## config.mk

```make
export PLATFORM = sky130hd
export DESIGN_NAME = ufl_core
export DESIGN_NICKNAME = d
export VERILOG_FILES = /design/src/hw/ufl_pkg.sv /design/src/hw/ufl_fifo.sv /design/src/hw/ufl_core.sv
export SDC_FILE = /design/constraint.sdc
export NUM_CORES = 1
export LEC_CHECK = 0
export BUFFER_PORTS_ARGS = -buffer_cell sky130_fd_sc_hd__buf_2
export CORE_MARGIN = 2
export CORE_UTILIZATION = 35
export CTS_BUF_LIST = sky130_fd_sc_hd__clkbuf_2 sky130_fd_sc_hd__clkbuf_4 sky130_fd_sc_hd__clkbuf_8
export DETAILED_ROUTE_END_ITERATION = 8
export SLEW_MARGIN = 10
export SYNTH_ARGS = -nofsm -noshare
export SYNTH_HDL_FRONTEND = slang
export SYNTH_HIERARCHICAL = 1
export SYNTH_SLANG_ARGS = --single-unit
export TNS_END_PERCENT = 20
```

## constraint.sdc

```tcl
create_clock -name clock_i -period 3.5 [get_ports clock_i]
set_clock_uncertainty 0.05 [all_clocks]
set_input_delay 0.7 -clock clock_i [delete_from_list [all_inputs] [get_ports clock_i]]
set_output_delay 0.7 -clock clock_i [all_outputs]
set_load 0.01 [all_outputs]
```

## src/hw/ufl_pkg.sv

```systemverilog
package ufl_pkg;

  //////////////////////////////////////////////////////////////////////////////
  // fifo geometry
  localparam int unsigned FIFO_DEPTH = 16;
  localparam int unsigned PTR_W = 4;
  localparam int unsigned CNT_W = 5;
  localparam logic [CNT_W-1:0] CNT_ONE = 5'h01;
  localparam logic [CNT_W-1:0] CNT_FULL = 5'h10;

  //////////////////////////////////////////////////////////////////////////////
  // register offsets on the host address lines
  localparam logic [2:0] OFS_DATA = 3'h0;
  localparam logic [2:0] OFS_INT_EN = 3'h1;
  localparam logic [2:0] OFS_IDENT = 3'h2;
  localparam logic [2:0] OFS_FMT = 3'h3;
  localparam logic [2:0] OFS_LSR = 3'h5;
  localparam logic [2:0] OFS_MSR = 3'h6;

  //////////////////////////////////////////////////////////////////////////////
  // fifo_control bit positions
  localparam int unsigned FC_EN = 0;
  localparam int unsigned FC_RX_FLUSH = 1;
  localparam int unsigned FC_TX_FLUSH = 2;
  localparam int unsigned FC_TRIG_LO = 6;
  localparam int unsigned FC_TRIG_HI = 7;

  // receive trigger levels in bytes
  localparam logic [CNT_W-1:0] TRIG_1 = 5'h01;
  localparam logic [CNT_W-1:0] TRIG_4 = 5'h04;
  localparam logic [CNT_W-1:0] TRIG_8 = 5'h08;
  localparam logic [CNT_W-1:0] TRIG_14 = 5'h0E;

  //////////////////////////////////////////////////////////////////////////////
  // interrupt_enable bit positions and reset
  localparam int unsigned IE_RDA = 0;
  localparam int unsigned IE_THRE = 1;
  localparam int unsigned IE_LS = 2;
  localparam int unsigned IE_MS = 3;
  localparam logic [3:0] INT_EN_RST = 4'h0;

  // interrupt_ident source codes for bits 3..1
  localparam logic [2:0] ID_LS = 3'h3;
  localparam logic [2:0] ID_RDA = 3'h2;
  localparam logic [2:0] ID_TMO = 3'h6;
  localparam logic [2:0] ID_THRE = 3'h1;
  localparam logic [2:0] ID_MODEM = 3'h0;

  //////////////////////////////////////////////////////////////////////////////
  // line format and character timing
  localparam logic [7:0] FMT_RST = 8'h00;
  localparam logic [3:0] WLEN_BASE = 4'h5;
  localparam logic [3:0] START_BITS = 4'h1;
  localparam logic [5:0] TIMEOUT_CHARS = 6'h04;
  // stop length in half bit times
  localparam logic [2:0] STOP_HALF_1 = 3'h2;
  localparam logic [2:0] STOP_HALF_1_5 = 3'h3;
  localparam logic [2:0] STOP_HALF_2 = 3'h4;

  typedef struct packed {
    logic divisor_latch_access;
    logic brk;
    logic stick;
    logic even;
    logic par_en;
    logic stop2;
    logic [1:0] wlen;
  } ufl_fmt_s;

  typedef struct packed {
    logic cs;
    logic rd;
    logic wr;
    logic [2:0] addr;
    logic [7:0] wdata;
  } ufl_bus_s;

endpackage

```

## src/hw/ufl_fifo.sv

```systemverilog
`timescale 1ns/1ps
`default_nettype none
module ufl_fifo
  import ufl_pkg::*;
(
  input wire logic clock_i, // system clock
  input wire logic arst_n_i, // async reset, low
  input wire logic flush_i, // discard all bytes
  input wire logic single_i, // holding register mode, depth 1
  input wire logic push_i, // write request
  input wire logic [7:0] data_i, // write data
  input wire logic pop_i, // read request
  output logic [7:0] head_o, // oldest byte, registered
  output logic [ufl_pkg::CNT_W-1:0] count_o, // bytes held
  output logic full_o, // no room
  output logic empty_o // nothing held
);
  import ufl_pkg::*;

  logic [7:0] mem_q [FIFO_DEPTH];
  logic [PTR_W-1:0] wr_ptr_q, wr_ptr_d;
  logic [PTR_W-1:0] rd_ptr_q, rd_ptr_d;
  logic [CNT_W-1:0] count_q, count_d;
  logic [7:0] head_q, head_d;
  wire pop_ok = pop_i && !empty_o;
  wire push_ok = push_i && (!full_o || pop_ok);

  //////////////////////////////////////////////////////////////////////////////
  assign empty_o = (count_q == '0);
  assign full_o = single_i ? (count_q >= CNT_ONE) : (count_q >= CNT_FULL);
  assign count_o = count_q;
  assign head_o = head_q;

  assign rd_ptr_d = flush_i ? '0 : (pop_ok ? rd_ptr_q + 1'b1 : rd_ptr_q);
  assign wr_ptr_d = flush_i ? '0 : (push_ok ? wr_ptr_q + 1'b1 : wr_ptr_q);
  assign count_d = flush_i ? '0
                 : CNT_W'(count_q + {4'h0, push_ok} - {4'h0, pop_ok});
  // a byte pushed into the head slot bypasses the memory read
  assign head_d = flush_i ? 8'h00
                : ((push_ok && wr_ptr_q == rd_ptr_d) ? data_i
                : mem_q[rd_ptr_d]);

  //////////////////////////////////////////////////////////////////////////////
  always_ff @(posedge clock_i)
  begin
    if (push_ok)
    begin
      mem_q[wr_ptr_q] <= data_i;
    end
  end

  always_ff @(posedge clock_i or negedge arst_n_i)
  begin
    if (!arst_n_i)
    begin
      wr_ptr_q <= '0;
      rd_ptr_q <= '0;
      count_q <= '0;
      head_q <= 8'h00;
    end
    else
    begin
      wr_ptr_q <= wr_ptr_d;
      rd_ptr_q <= rd_ptr_d;
      count_q <= count_d;
      head_q <= head_d;
    end
  end

endmodule
`default_nettype wire

```

## src/hw/ufl_core.sv

```systemverilog
`timescale 1ns/1ps
`default_nettype none
module ufl_core
  import ufl_pkg::*;
(
  input wire logic clock_i, // system clock, 25 MHz
  input wire logic arst_n_i, // async reset, low
  input wire ufl_pkg::ufl_bus_s bus_i, // host bus request
  output logic [7:0] rdata_o, // host read data, held
  input wire logic [7:0] ext_rdata_i, // read data of outside registers
  output logic intr_o, // any enabled interrupt pending
  output logic fifo_mode_o, // fifos enabled
  output ufl_pkg::ufl_fmt_s fmt_o, // line format fields
  output logic [3:0] data_bits_o, // data bits per character
  output logic [2:0] tx_stop_half_o, // transmit stop, half bit times
  output logic [2:0] rx_stop_half_o, // receive stop checked, half bits
  input wire logic tx_pop_i, // transmit shifter takes a byte
  output logic [7:0] tx_data_o, // oldest transmit byte
  output logic tx_avail_o, // transmit byte waiting
  output logic tx_parity_o, // parity bit for tx_data_o
  input wire logic rx_push_i, // receive shifter delivers a byte
  input wire logic [7:0] rx_data_i, // received byte
  input wire logic rx_parity_i, // received parity bit
  output logic rx_parity_err_o, // parity mismatch on rx_data_i
  output logic rx_overrun_o, // byte lost, receive fifo full
  input wire logic bit_tick_i, // one pulse per bit time
  input wire logic lsr_int_i, // line status error pending
  input wire logic msr_int_i, // modem status change pending
  output logic lsr_read_o, // line status read pulse
  output logic msr_read_o // modem status read pulse
);
  import ufl_pkg::*;

  //////////////////////////////////////////////////////////////////////////////
  // host access edges
  logic rd_act_q, wr_act_q;
  wire rd_lvl = bus_i.cs && bus_i.rd;
  wire wr_lvl = bus_i.cs && bus_i.wr;
  wire rd_go = rd_lvl && !rd_act_q;
  wire wr_go = wr_lvl && !wr_act_q;

  logic [7:0] fmt_q;
  ufl_fmt_s fmt;
  assign fmt = ufl_fmt_s'(fmt_q);

  // divisor latch access only steers offsets 0 and 1
  wire div_acc = fmt.divisor_latch_access;
  wire sel_data = (bus_i.addr == OFS_DATA) && !div_acc;
  wire sel_int_en = (bus_i.addr == OFS_INT_EN) && !div_acc;
  wire sel_ident = (bus_i.addr == OFS_IDENT);
  wire sel_fmt = (bus_i.addr == OFS_FMT);

  // offset 2 writes go to fifo_control, reads to interrupt_ident
  wire fctl_wr = wr_go && sel_ident;
  wire fctl_en = bus_i.wdata[FC_EN];
  wire thr_wr = wr_go && sel_data;
  wire rbr_rd = rd_go && sel_data;
  wire ident_rd = rd_go && sel_ident;

  assign lsr_read_o = rd_go && (bus_i.addr == OFS_LSR);
  assign msr_read_o = rd_go && (bus_i.addr == OFS_MSR);

  //////////////////////////////////////////////////////////////////////////////
  // fifo_control state; bit 3 and bits 5..4 are not stored
  logic fifo_en_q, fifo_en_d;
  logic [1:0] trig_q, trig_d;
  logic [3:0] int_en_q;

  assign fifo_en_d = fctl_wr ? fctl_en : fifo_en_q;
  // trigger only taken together with the enable bit
  assign trig_d = (fctl_wr && fctl_en)
                ? bus_i.wdata[FC_TRIG_HI:FC_TRIG_LO] : trig_q;
  // the ready pin mode bit is decoded by nothing
  // flush requests are pulses, never stored; offset 2 reads return interrupt_ident instead
  wire rx_flush = fctl_wr
                && (!fctl_en || bus_i.wdata[FC_RX_FLUSH]);
  wire tx_flush = fctl_wr
                && (!fctl_en || bus_i.wdata[FC_TX_FLUSH]);

  //////////////////////////////////////////////////////////////////////////////
  // fifos; outside fifo mode each is a one byte holding register
  logic [7:0] rx_head;
  logic [CNT_W-1:0] rx_count, tx_count;
  logic rx_full, rx_empty, tx_full, tx_empty;

  // the shifters sit outside, so a flush leaves them intact
  ufl_fifo u_tx_fifo (
    .clock_i (clock_i),
    .arst_n_i (arst_n_i),
    .flush_i (tx_flush),
    .single_i (!fifo_en_q),
    .push_i (thr_wr),
    .data_i (bus_i.wdata),
    .pop_i (tx_pop_i),
    .head_o (tx_data_o),
    .count_o (tx_count),
    .full_o (tx_full),
    .empty_o (tx_empty)
  );

  ufl_fifo u_rx_fifo (
    .clock_i (clock_i),
    .arst_n_i (arst_n_i),
    .flush_i (rx_flush),
    .single_i (!fifo_en_q),
    .push_i (rx_push_i),
    .data_i (rx_data_i),
    .pop_i (rbr_rd),
    .head_o (rx_head),
    .count_o (rx_count),
    .full_o (rx_full),
    .empty_o (rx_empty)
  );

  assign tx_avail_o = !tx_empty;
  // no request pins; transfers happen only by host register access
  assign rx_overrun_o = rx_push_i && rx_full && !rbr_rd;

  //////////////////////////////////////////////////////////////////////////////
  // line format decode
  assign fmt_o = fmt;
  assign fifo_mode_o = fifo_en_q;
  // data bits only; start, parity and stop are separate
  assign data_bits_o = WLEN_BASE + {2'b00, fmt.wlen};
  assign tx_stop_half_o = !fmt.stop2 ? STOP_HALF_1
                        : ((fmt.wlen == 2'b00) ? STOP_HALF_1_5
                        : STOP_HALF_2);
  assign rx_stop_half_o = STOP_HALF_1;

  function automatic logic par_bit(input logic [7:0] d, input ufl_fmt_s f);
    logic [7:0] mask;
    logic ones;
    mask = 8'hFF >> (2'd3 - f.wlen);
    ones = ^(d & mask);
    if (f.stick)
    begin
      par_bit = !f.even;
    end
    else
    begin
      // odd parity makes the total count odd, even makes it even
      par_bit = f.even ? ones : !ones;
    end
  endfunction

  // parity sits between last data bit and first stop bit
  assign tx_parity_o = fmt.par_en && par_bit(tx_data_o, fmt);
  assign rx_parity_err_o = fmt.par_en
                         && (rx_parity_i != par_bit(rx_data_i, fmt));

  //////////////////////////////////////////////////////////////////////////////
  // character timeout, counted in bit times of the current frame
  logic [5:0] tmo_cnt_q, tmo_cnt_d;
  logic tmo_q, tmo_d;
  wire [3:0] frame_bits = START_BITS + data_bits_o + {3'b000, fmt.par_en}
                        + (fmt.stop2 ? 4'h2 : 4'h1);
  wire [5:0] tmo_limit = 6'({2'b00, frame_bits} * TIMEOUT_CHARS);
  wire rx_activity = rx_push_i || rbr_rd || rx_flush;
  wire tmo_idle = !fifo_en_q || rx_empty || rx_activity;
  wire tmo_hit = bit_tick_i && (tmo_cnt_q == tmo_limit - 6'h01);

  assign tmo_cnt_d = tmo_idle ? 6'h00
                   : ((bit_tick_i && !tmo_hit) ? tmo_cnt_q + 6'h01
                   : tmo_cnt_q);
  // cleared by a buffer read or fresh traffic, set only while tmo_idle is low
  assign tmo_d = tmo_idle ? 1'b0 : (tmo_hit || tmo_q);

  //////////////////////////////////////////////////////////////////////////////
  // interrupt sources and ranking
  logic [CNT_W-1:0] trig_lvl;
  always_comb
  begin
    case (trig_q)
      2'b00: trig_lvl = TRIG_1;
      2'b01: trig_lvl = TRIG_4;
      2'b10: trig_lvl = TRIG_8;
      default: trig_lvl = TRIG_14;
    endcase
  end

  logic thre_q, thre_d;
  logic tx_empty_q, ie_thre_q;
  logic [2:0] ident_id;
  logic [7:0] ident_byte;

  // received data drops by itself below threshold
  wire rda = fifo_en_q ? (rx_count >= trig_lvl) : !rx_empty;
  wire act_ls = lsr_int_i && int_en_q[IE_LS];
  wire act_rda = rda && int_en_q[IE_RDA];
  wire act_tmo = tmo_q && int_en_q[IE_RDA];
  wire act_thre = thre_q && int_en_q[IE_THRE];
  wire act_ms = msr_int_i && int_en_q[IE_MS];
  wire any_act = act_ls || act_rda || act_tmo || act_thre || act_ms;

  assign ident_id = act_ls ? ID_LS
                  : act_rda ? ID_RDA
                  : act_tmo ? ID_TMO
                  : act_thre ? ID_THRE
                  : ID_MODEM;
  assign ident_byte = {fifo_en_q, fifo_en_q, 2'b00,
                       ident_id[2] && fifo_en_q, ident_id[1:0],
                       !any_act};

  // thre pends on the fifo going empty or the enable being raised while empty
  wire thre_set = (tx_empty && !tx_empty_q)
                || (tx_empty && int_en_q[IE_THRE] && !ie_thre_q);
  wire thre_clr = thr_wr
                || (ident_rd && any_act && ident_id == ID_THRE);
  // an arriving event wins over a clear in the same cycle
  assign thre_d = thre_set || (thre_q && !thre_clr);
  // line status and modem status clear outside on the read pulses

  assign intr_o = any_act;

  //////////////////////////////////////////////////////////////////////////////
  // read data, sampled at the start of the access and held throughout
  logic [7:0] rdata_q, rdata_d;
  wire [7:0] rd_mux = sel_data ? rx_head
                    : sel_int_en ? {4'h0, int_en_q}
                    : sel_ident ? ident_byte
                    : sel_fmt ? fmt_q
                    : ext_rdata_i;
  assign rdata_d = rd_go ? rd_mux : rdata_q;
  assign rdata_o = rdata_q;

  //////////////////////////////////////////////////////////////////////////////
  always_ff @(posedge clock_i or negedge arst_n_i)
  begin
    if (!arst_n_i)
    begin
      rd_act_q <= 1'b0;
      wr_act_q <= 1'b0;
      rdata_q <= 8'h00;
    end
    else
    begin
      rd_act_q <= rd_lvl;
      wr_act_q <= wr_lvl;
      rdata_q <= rdata_d;
    end
  end

  always_ff @(posedge clock_i or negedge arst_n_i)
  begin
    if (!arst_n_i)
    begin
      fifo_en_q <= 1'b0;
      trig_q <= 2'b00;
      int_en_q <= INT_EN_RST;
      fmt_q <= FMT_RST;
    end
    else
    begin
      fifo_en_q <= fifo_en_d;
      trig_q <= trig_d;
      if (wr_go && sel_int_en)
      begin
        int_en_q <= bus_i.wdata[3:0];
      end
      if (wr_go && sel_fmt)
      begin
        fmt_q <= bus_i.wdata;
      end
    end
  end

  always_ff @(posedge clock_i or negedge arst_n_i)
  begin
    if (!arst_n_i)
    begin
      tmo_cnt_q <= 6'h00;
      tmo_q <= 1'b0;
      thre_q <= 1'b0;
      tx_empty_q <= 1'b1;
      ie_thre_q <= 1'b0;
    end
    else
    begin
      tmo_cnt_q <= tmo_cnt_d;
      tmo_q <= tmo_d;
      thre_q <= thre_d;
      tx_empty_q <= tx_empty;
      ie_thre_q <= int_en_q[IE_THRE];
    end
  end

endmodule
`default_nettype wire

```

# Yosys cells after proc, flatten, opt, wreduce, memory -nomap -nowiden
# Memories as Yosys holds them, arrays and structs flattened.
# Cells that the tools add are included.
# word_totals
register_bits	77
ramBits	256
inputBits	38
out_inout_bits	42
elab_cells	182
n_memories	2
# mem_list
memory	words	word_bits	rd	rd_clocked_by_memory_dff	wr	line	source
u_rx_fifo.mem_q	16	8	1	0	1	ufl_fifo.sv:20	logic [7:0] mem_q [FIFO_DEPTH];
u_tx_fifo.mem_q	16	8	1	0	1	ufl_fifo.sv:20	
# classes
addsub	15
n_lt_le_gt_ge	5
eq_ne	12
shifts	1
n_mux	40
bitwise	2
n_reduce_logical	85
# ops
op	count
2-to-1 mux 8 bit	8
logical AND 1 bit	41
2-to-1 mux 4 bit	8
logical NOT 1 bit	18
adder 4 x 1 -> 4 bit, second input constant	4
bitwise AND 8 bit	2
logical OR 1 bit	16
XOR reduction 8 bit	2
2-to-1 mux 3 bit	5
2-to-1 mux 1 bit	13
2-to-1 mux 6 bit	2
one-hot mux 4 bit (3 select lines)	1
adder 5 x 1 -> 5 bit	2
>= comparator 5 x 1 -> 1 bit, second input constant	2
>= comparator 5 bit, second input constant	2
logical NOT 5 bit	2
2-to-1 mux 5 bit	2
subtractor 5 x 1 -> 5 bit	2
equality test 4 bit	2
right shift 8 x 2 -> 8 bit, first input constant	1
adder 6 x 1 -> 6 bit, second input constant	1
equality test 3 x 1 -> 1 bit, second input constant	2
equality test 3 x 2 -> 1 bit, second input constant	2
equality test 3 bit, second input constant	2
15 further kinds	18

# Logic depth before layout (Yosys ltp)
# logic_depth
word_depth	15
ltp_mapped	16
depth_no_buf	13

# Modules after synthesis
# Netlist, hierarchy kept.
# modules_own_cells
mod	n_inst	cells_each	area_each_um2	seq_area_each_um2
ufl_fifo (u_tx_fifo)	1	484	6623.9	4369.2
ufl_fifo (u_rx_fifo)	1	483	6516.2	4369.2
ufl_core	1	277	2481.1	877.1

# Worst setup path before layout
# No wires, ideal clock.
# synth_timing
path_type	input-to-reg
start	input bus_i[10] (netlist name)
end	register u_rx_fifo.head_q[6], in the netlist u_rx_fifo/head_o[6]
setup_time_ps	122
arrival_time_ps	3206
required_ps	3328
setup_slack_ps	123
cell_stages	10
path_buffers	1
path_cell_list	or3_1 nor3_2 inv_1 nor4_1 a21oi_2 inv_2 clkbuf_1 a22oi_1 o211a_1 a32o_1
# synth_between
elab_chain_len	10
word_cells_on_any_way	16
classes_between	2 x eq/ne; 4 x mux; 9 x reduce/logical; 1 x memory
# synth_rtl
item	line	source
from (decl)	ufl_core.sv:8	input wire ufl_pkg::ufl_bus_s bus_i,
logical NOT 3 bit *	ufl_core.sv:48	wire sel_data = (bus_i.addr == OFS_DATA) && !div_acc;
logical AND 1 bit *	ufl_core.sv:48	
logical AND 1 bit *	ufl_core.sv:57	wire rbr_rd = rd_go && sel_data;
net rbr_rd	ufl_core.sv:57	
logical AND 1 bit *	ufl_fifo.sv:25	wire pop_ok = pop_i && !empty_o;
2-to-1 mux 4 bit * (2 in a row)	ufl_fifo.sv:34	assign rd_ptr_d = flush_i ? '0 : (pop_ok ? rd_ptr_q + 1'b1 : rd_ptr_q);
net u_rx_fifo.rd_ptr_d[0]	ufl_fifo.sv:22	logic [PTR_W-1:0] rd_ptr_q, rd_ptr_d;
parallel branches: the longest is 2 deep, another holds memory (16 x 8 bit)	-	
2-to-1 mux 8 bit *	ufl_fifo.sv:40	: ((push_ok && wr_ptr_q == rd_ptr_d) ? data_i
2-to-1 mux 8 bit *	ufl_fifo.sv:39	assign head_d = flush_i ? 8'h00
net u_rx_fifo.head_d[6]	ufl_fifo.sv:24	logic [7:0] head_q, head_d;
to (signal assigned)	ufl_fifo.sv:59	head_q <= 8'h00;
to (signal assigned)	ufl_fifo.sv:66	head_q <= head_d;
to (decl)	ufl_fifo.sv:24	
# Mark *: on every way through the listed nets, which the timed path passes.
# A chain may end at the register's enable or synchronous reset.

# Final worst setup path
# layout_timing
start	register fmt_q[0], in the netlist fmt_o[0]
end	output rx_parity_err_o
# layout_between
elab_chain_len	9
# layout_rtl
item	line	source
from (decl)	ufl_core.sv:42	logic [7:0] fmt_q;
from (signal assigned)	ufl_core.sv:262	fmt_q <= bus_i.wdata;
subtractor 2 bit *	ufl_core.sv:133	mask = 8'hFF >> (2'd3 - f.wlen);
right shift 8 x 2 -> 8 bit *	ufl_core.sv:133	
bitwise AND 8 bit *	ufl_core.sv:134	ones = ^(d & mask);
XOR reduction 8 bit *	ufl_core.sv:134	
logical NOT 1 bit	ufl_core.sv:142	par_bit = f.even ? ones : !ones;
2-to-1 mux 1 bit *	ufl_core.sv:142	
2-to-1 mux 1 bit *	ufl_core.sv:135	if (f.stick)
inequality test 1 bit *	ufl_core.sv:149	&& (rx_parity_i != par_bit(rx_data_i, fmt));
logical AND 1 bit *	ufl_core.sv:149	
to (decl)	ufl_core.sv:24	output logic rx_parity_err_o,
# Every way passes the cells marked *; elsewhere a longest branch is shown, timed or not.

==> impl_metrics.yaml <==
status:
  status: "complete, no violations"
floorplan:
  core_mm2: 0.04412
  die_w_um: 215.3
  initial_core_util: 0.3540
  num_io_pins: 80
  die_y_um: 215.3
  rows: 77
  die_area_mm2: 0.04634
critical_path:
  cp-end-kind: "output port"
  reg2regPathDepth: 12
  worstPathRequired_ns: 2.75
  criticalPathCategory: "reg2out"
  r2r_slack_ns: 0.26
  crit_arrival_ns: 2.61
  rr_startpoint: "fmt_o[0]"
  cp-endpoint: "rx_parity_err_o"
  timing.rr.end: "tmo_cnt_q[1]"
  critPathLaunch: "fmt_o[0]"
  start_kind: "register"
  critPathMaxFanout: 4
routing:
  drc_errors: 0
  drtAntennaViolNets: 0
  via_per_inst: 5.223
  dr_total_vias: 10710
  drt_iter0_drc: 1084
  post_drt_wl_per_cell_um: 19.69
  routed_wl_mm: 40.36
  drt_pass1_iterations: 5
sta:
  min_period_over_period: 0.9602
  worst_pin_slew_ns: 0.6940
  setup_tns_ns: 0
  slew_headroom: 0.5351
  min_period_ns: 3.361
  hold_violations: 0
  drv_slew: 0
  whs_ns: 0.04322
  finalSetupViolCount: 0
  fmax_mhz: 297.6
cts:
  cts_root_buffer: "clkbuf_8"
  clk_pin_slew_worst_paths_ns: 0.06
  clk_latency_ns: 0.63
  cts_buffer_depth: 3
  clock-sinks: 333
  tritoncts: "built"
  cts_buffers: 56
  htree_levels: 2
global_route:
  grt_max_degree: 42
  grt_use_total: 0.1737
  grt_antenna_before_repair: 1
  grt_pass1_vias: 10530
  overflow: 0
  grt_pass1_wl_mm: 62.29
synthesis:
  ys_ff_latch: 333
  ys.flop_type: "edfxtp_1"
  yosys_warnings: 6
  netlist_area_mm2: 0.01562
  syn_area_per_cell_um2: 12.56
  ys_seq_area_frac: 0.6155
  async_reset_ff_frac: 0.2312
  synthCells: 1244
  synth_cell_type_count: 94
  synth_edf_count: 256
power_and_ir_drop:
  peakVddDrop_mv: 0.3865
  power.leakage_uw: 0.006964
  total_power_uw: 13560
  power_density_mw_per_mm2: 739.6
finish:
  area_growth_pct: 17.35
  layout-drive-gt1-share: 0.2250
  nets: 1493
  final_cells: 2050
  diodes: 0
hold_path:
  holdCritPathClass: "in2async"
place:
  place.gp.congestion: 0.8706
  dp_cells: 1939
  port_buffers: 76
  dp_hpwl_mm: 28.20
flow_run:
  cap_viol_max_count: 0
## timing repair
action,CTS,global route
buffers inserted,0,9
gates resized for setup,8,6
setup endpoints to repair,3,6
pin swaps,2,6
hold buffers,0,0
## per-stage QoR
| stage | utilization | setup slack (ns) | cell area, µm² |
|---|---|---|---|
| 3_3_place_gp | 0.3872 | -0.005288 | 17090 |
| 6_report | 0.4154 | 0.1393 | 18330 |
| 4_1_cts | 0.4136 | 0.002764 | 18250 |
| 5_1_grt | 0.4154 | -0.003233 | 18330 |
| 2_1_floorplan | - | 0.1229 | 15630 |
| 3_5_place_dp | 0.3872 | -0.03217 | 17090 |
## state kept, by name, summed over array words and instances, names as in the netlist
register and flops:
u_rx_fifo/rd_ptr_q 4, int_en_q 4, u_tx_fifo/head_o 8, rdata_o 8
rd_act_q 1, tx_empty_q 1, thre_q 1, fmt_o 8
fifo_mode_o 1, u_rx_fifo/head_o 8, tmo_cnt_q 6, u_rx_fifo/count_o 5
tmo_q 1, u_rx_fifo/mem_q 128, u_tx_fifo/wr_ptr_q 4, wr_act_q 1
u_tx_fifo/rd_ptr_q 4, trig_q 2, ie_thre_q 1, u_tx_fifo/count_o 5
u_tx_fifo/mem_q 128, u_rx_fifo/wr_ptr_q 4
## metal layers
metal / vias to the layer above / track usage / part of all wire
li1: 5004 / - / -
met1: 5330 / 0.2427 / 0.46
met4: 2 / 0.04506 / 0.016
met3: 46 / 0.02887 / 0.055
met2: 326 / 0.2811 / 0.47
met5: - / 0 / 0.00035
## cell usage after synthesis (15+ instances only)
cell type / instances / share of area
and2_1: 35 / 0.014
nor2_1: 45 / 0.011
a22o_1: 23 / 0.013
nand3_1: 43 / 0.014
a32o_1: 22 / 0.014
a21oi_1: 97 / 0.031
dfrtp_1: 76 / 0.12
mux2_2: 17 / 0.012
inv_1: 52 / 0.012
nand2_1: 136 / 0.033
o21ai_0: 47 / 0.015
ha_1: 37 / 0.030
buf_2: 18 / 0.0058
edfxtp_1: 256 / 0.49
xnor2_1: 27 / 0.015
clkbuf_1: 21 / 0.0050
mux2i_1: 34 / 0.022
a22oi_1: 15 / 0.0072
## power breakdown
group / switching (µW) / internal (µW)
Combinational: 2920 / 2160
Sequential: 362 / 4650
Clock: 1570 / 1890
## layout make-up
class / instances / area (µm²)
Fill cell: 4211 / 25790
Sequential cell: 333 / 9617
Multi-Input combinational cell: 796 / 5502
Timing Repair Buffer: 167 / 1107
Clock buffer: 79 / 987.2
Tap cell: 592 / 740.7
Inverter: 60 / 237.7
Clock inverter: 23 / 140.1
## how the worst min path moves through the flow
| stage | depth (start not counted) | startpoint | end |
|---|---|---|---|
| 2_1_floorplan | 0 | arst_n_i | fifo_mode_o |
| 5_1_grt | 1 | arst_n_i | tmo_cnt_q[5] |
| 4_1_cts | 1 | arst_n_i | u_tx_fifo/rd_ptr_q[1] |
| 3_5_place_dp | 2 | rdata_o[4] | rdata_o[4] |
| 3_3_place_gp | 2 | rdata_o[4] | rdata_o[4] |
| 6_report | 1 | arst_n_i | tmo_cnt_q[2] |
## cells by family after synthesis
kind of cell	after synthesis	synth area share
simple gates	348	0.1115
flops	333	0.6155
compound gates	307	0.1386
buf+inv	116	0.03588
mux	52	0.03492
xor+xnor	45	0.02835
fa+ha+maj	41	0.03476
other cells	2	0.0004808
## cells in the final DEF, fill, tap and decap left out, drive strengths merged, types with 13 or more instances in the layout
master and n:
inv 60, and2 36, ha 37, nand2 138, a32o 22, xor2 15
clkbuf 79, xnor2 29, o21ai 54, nand3 43, edfxtp 256, a21oi 98
mux2 17, a22o 23, nor2b 13, nor3 16, nor2 49, clkinv 22
a22oi 15, buf 167, dfrtp 76, mux2i 35
## worst max-delay path: stages (launching register included)
cell,delay (ns)
dfrtp_2,0.42
inv_2,0.10
ha_4,0.20
nand2b_1,0.13
xnor2_1,0.13
xnor2_1,0.16
xnor2_1,0.17
or3_1,0.38
a21oi_1,0.15
buf_2,0.15
(Power assumes the default switching activity.)
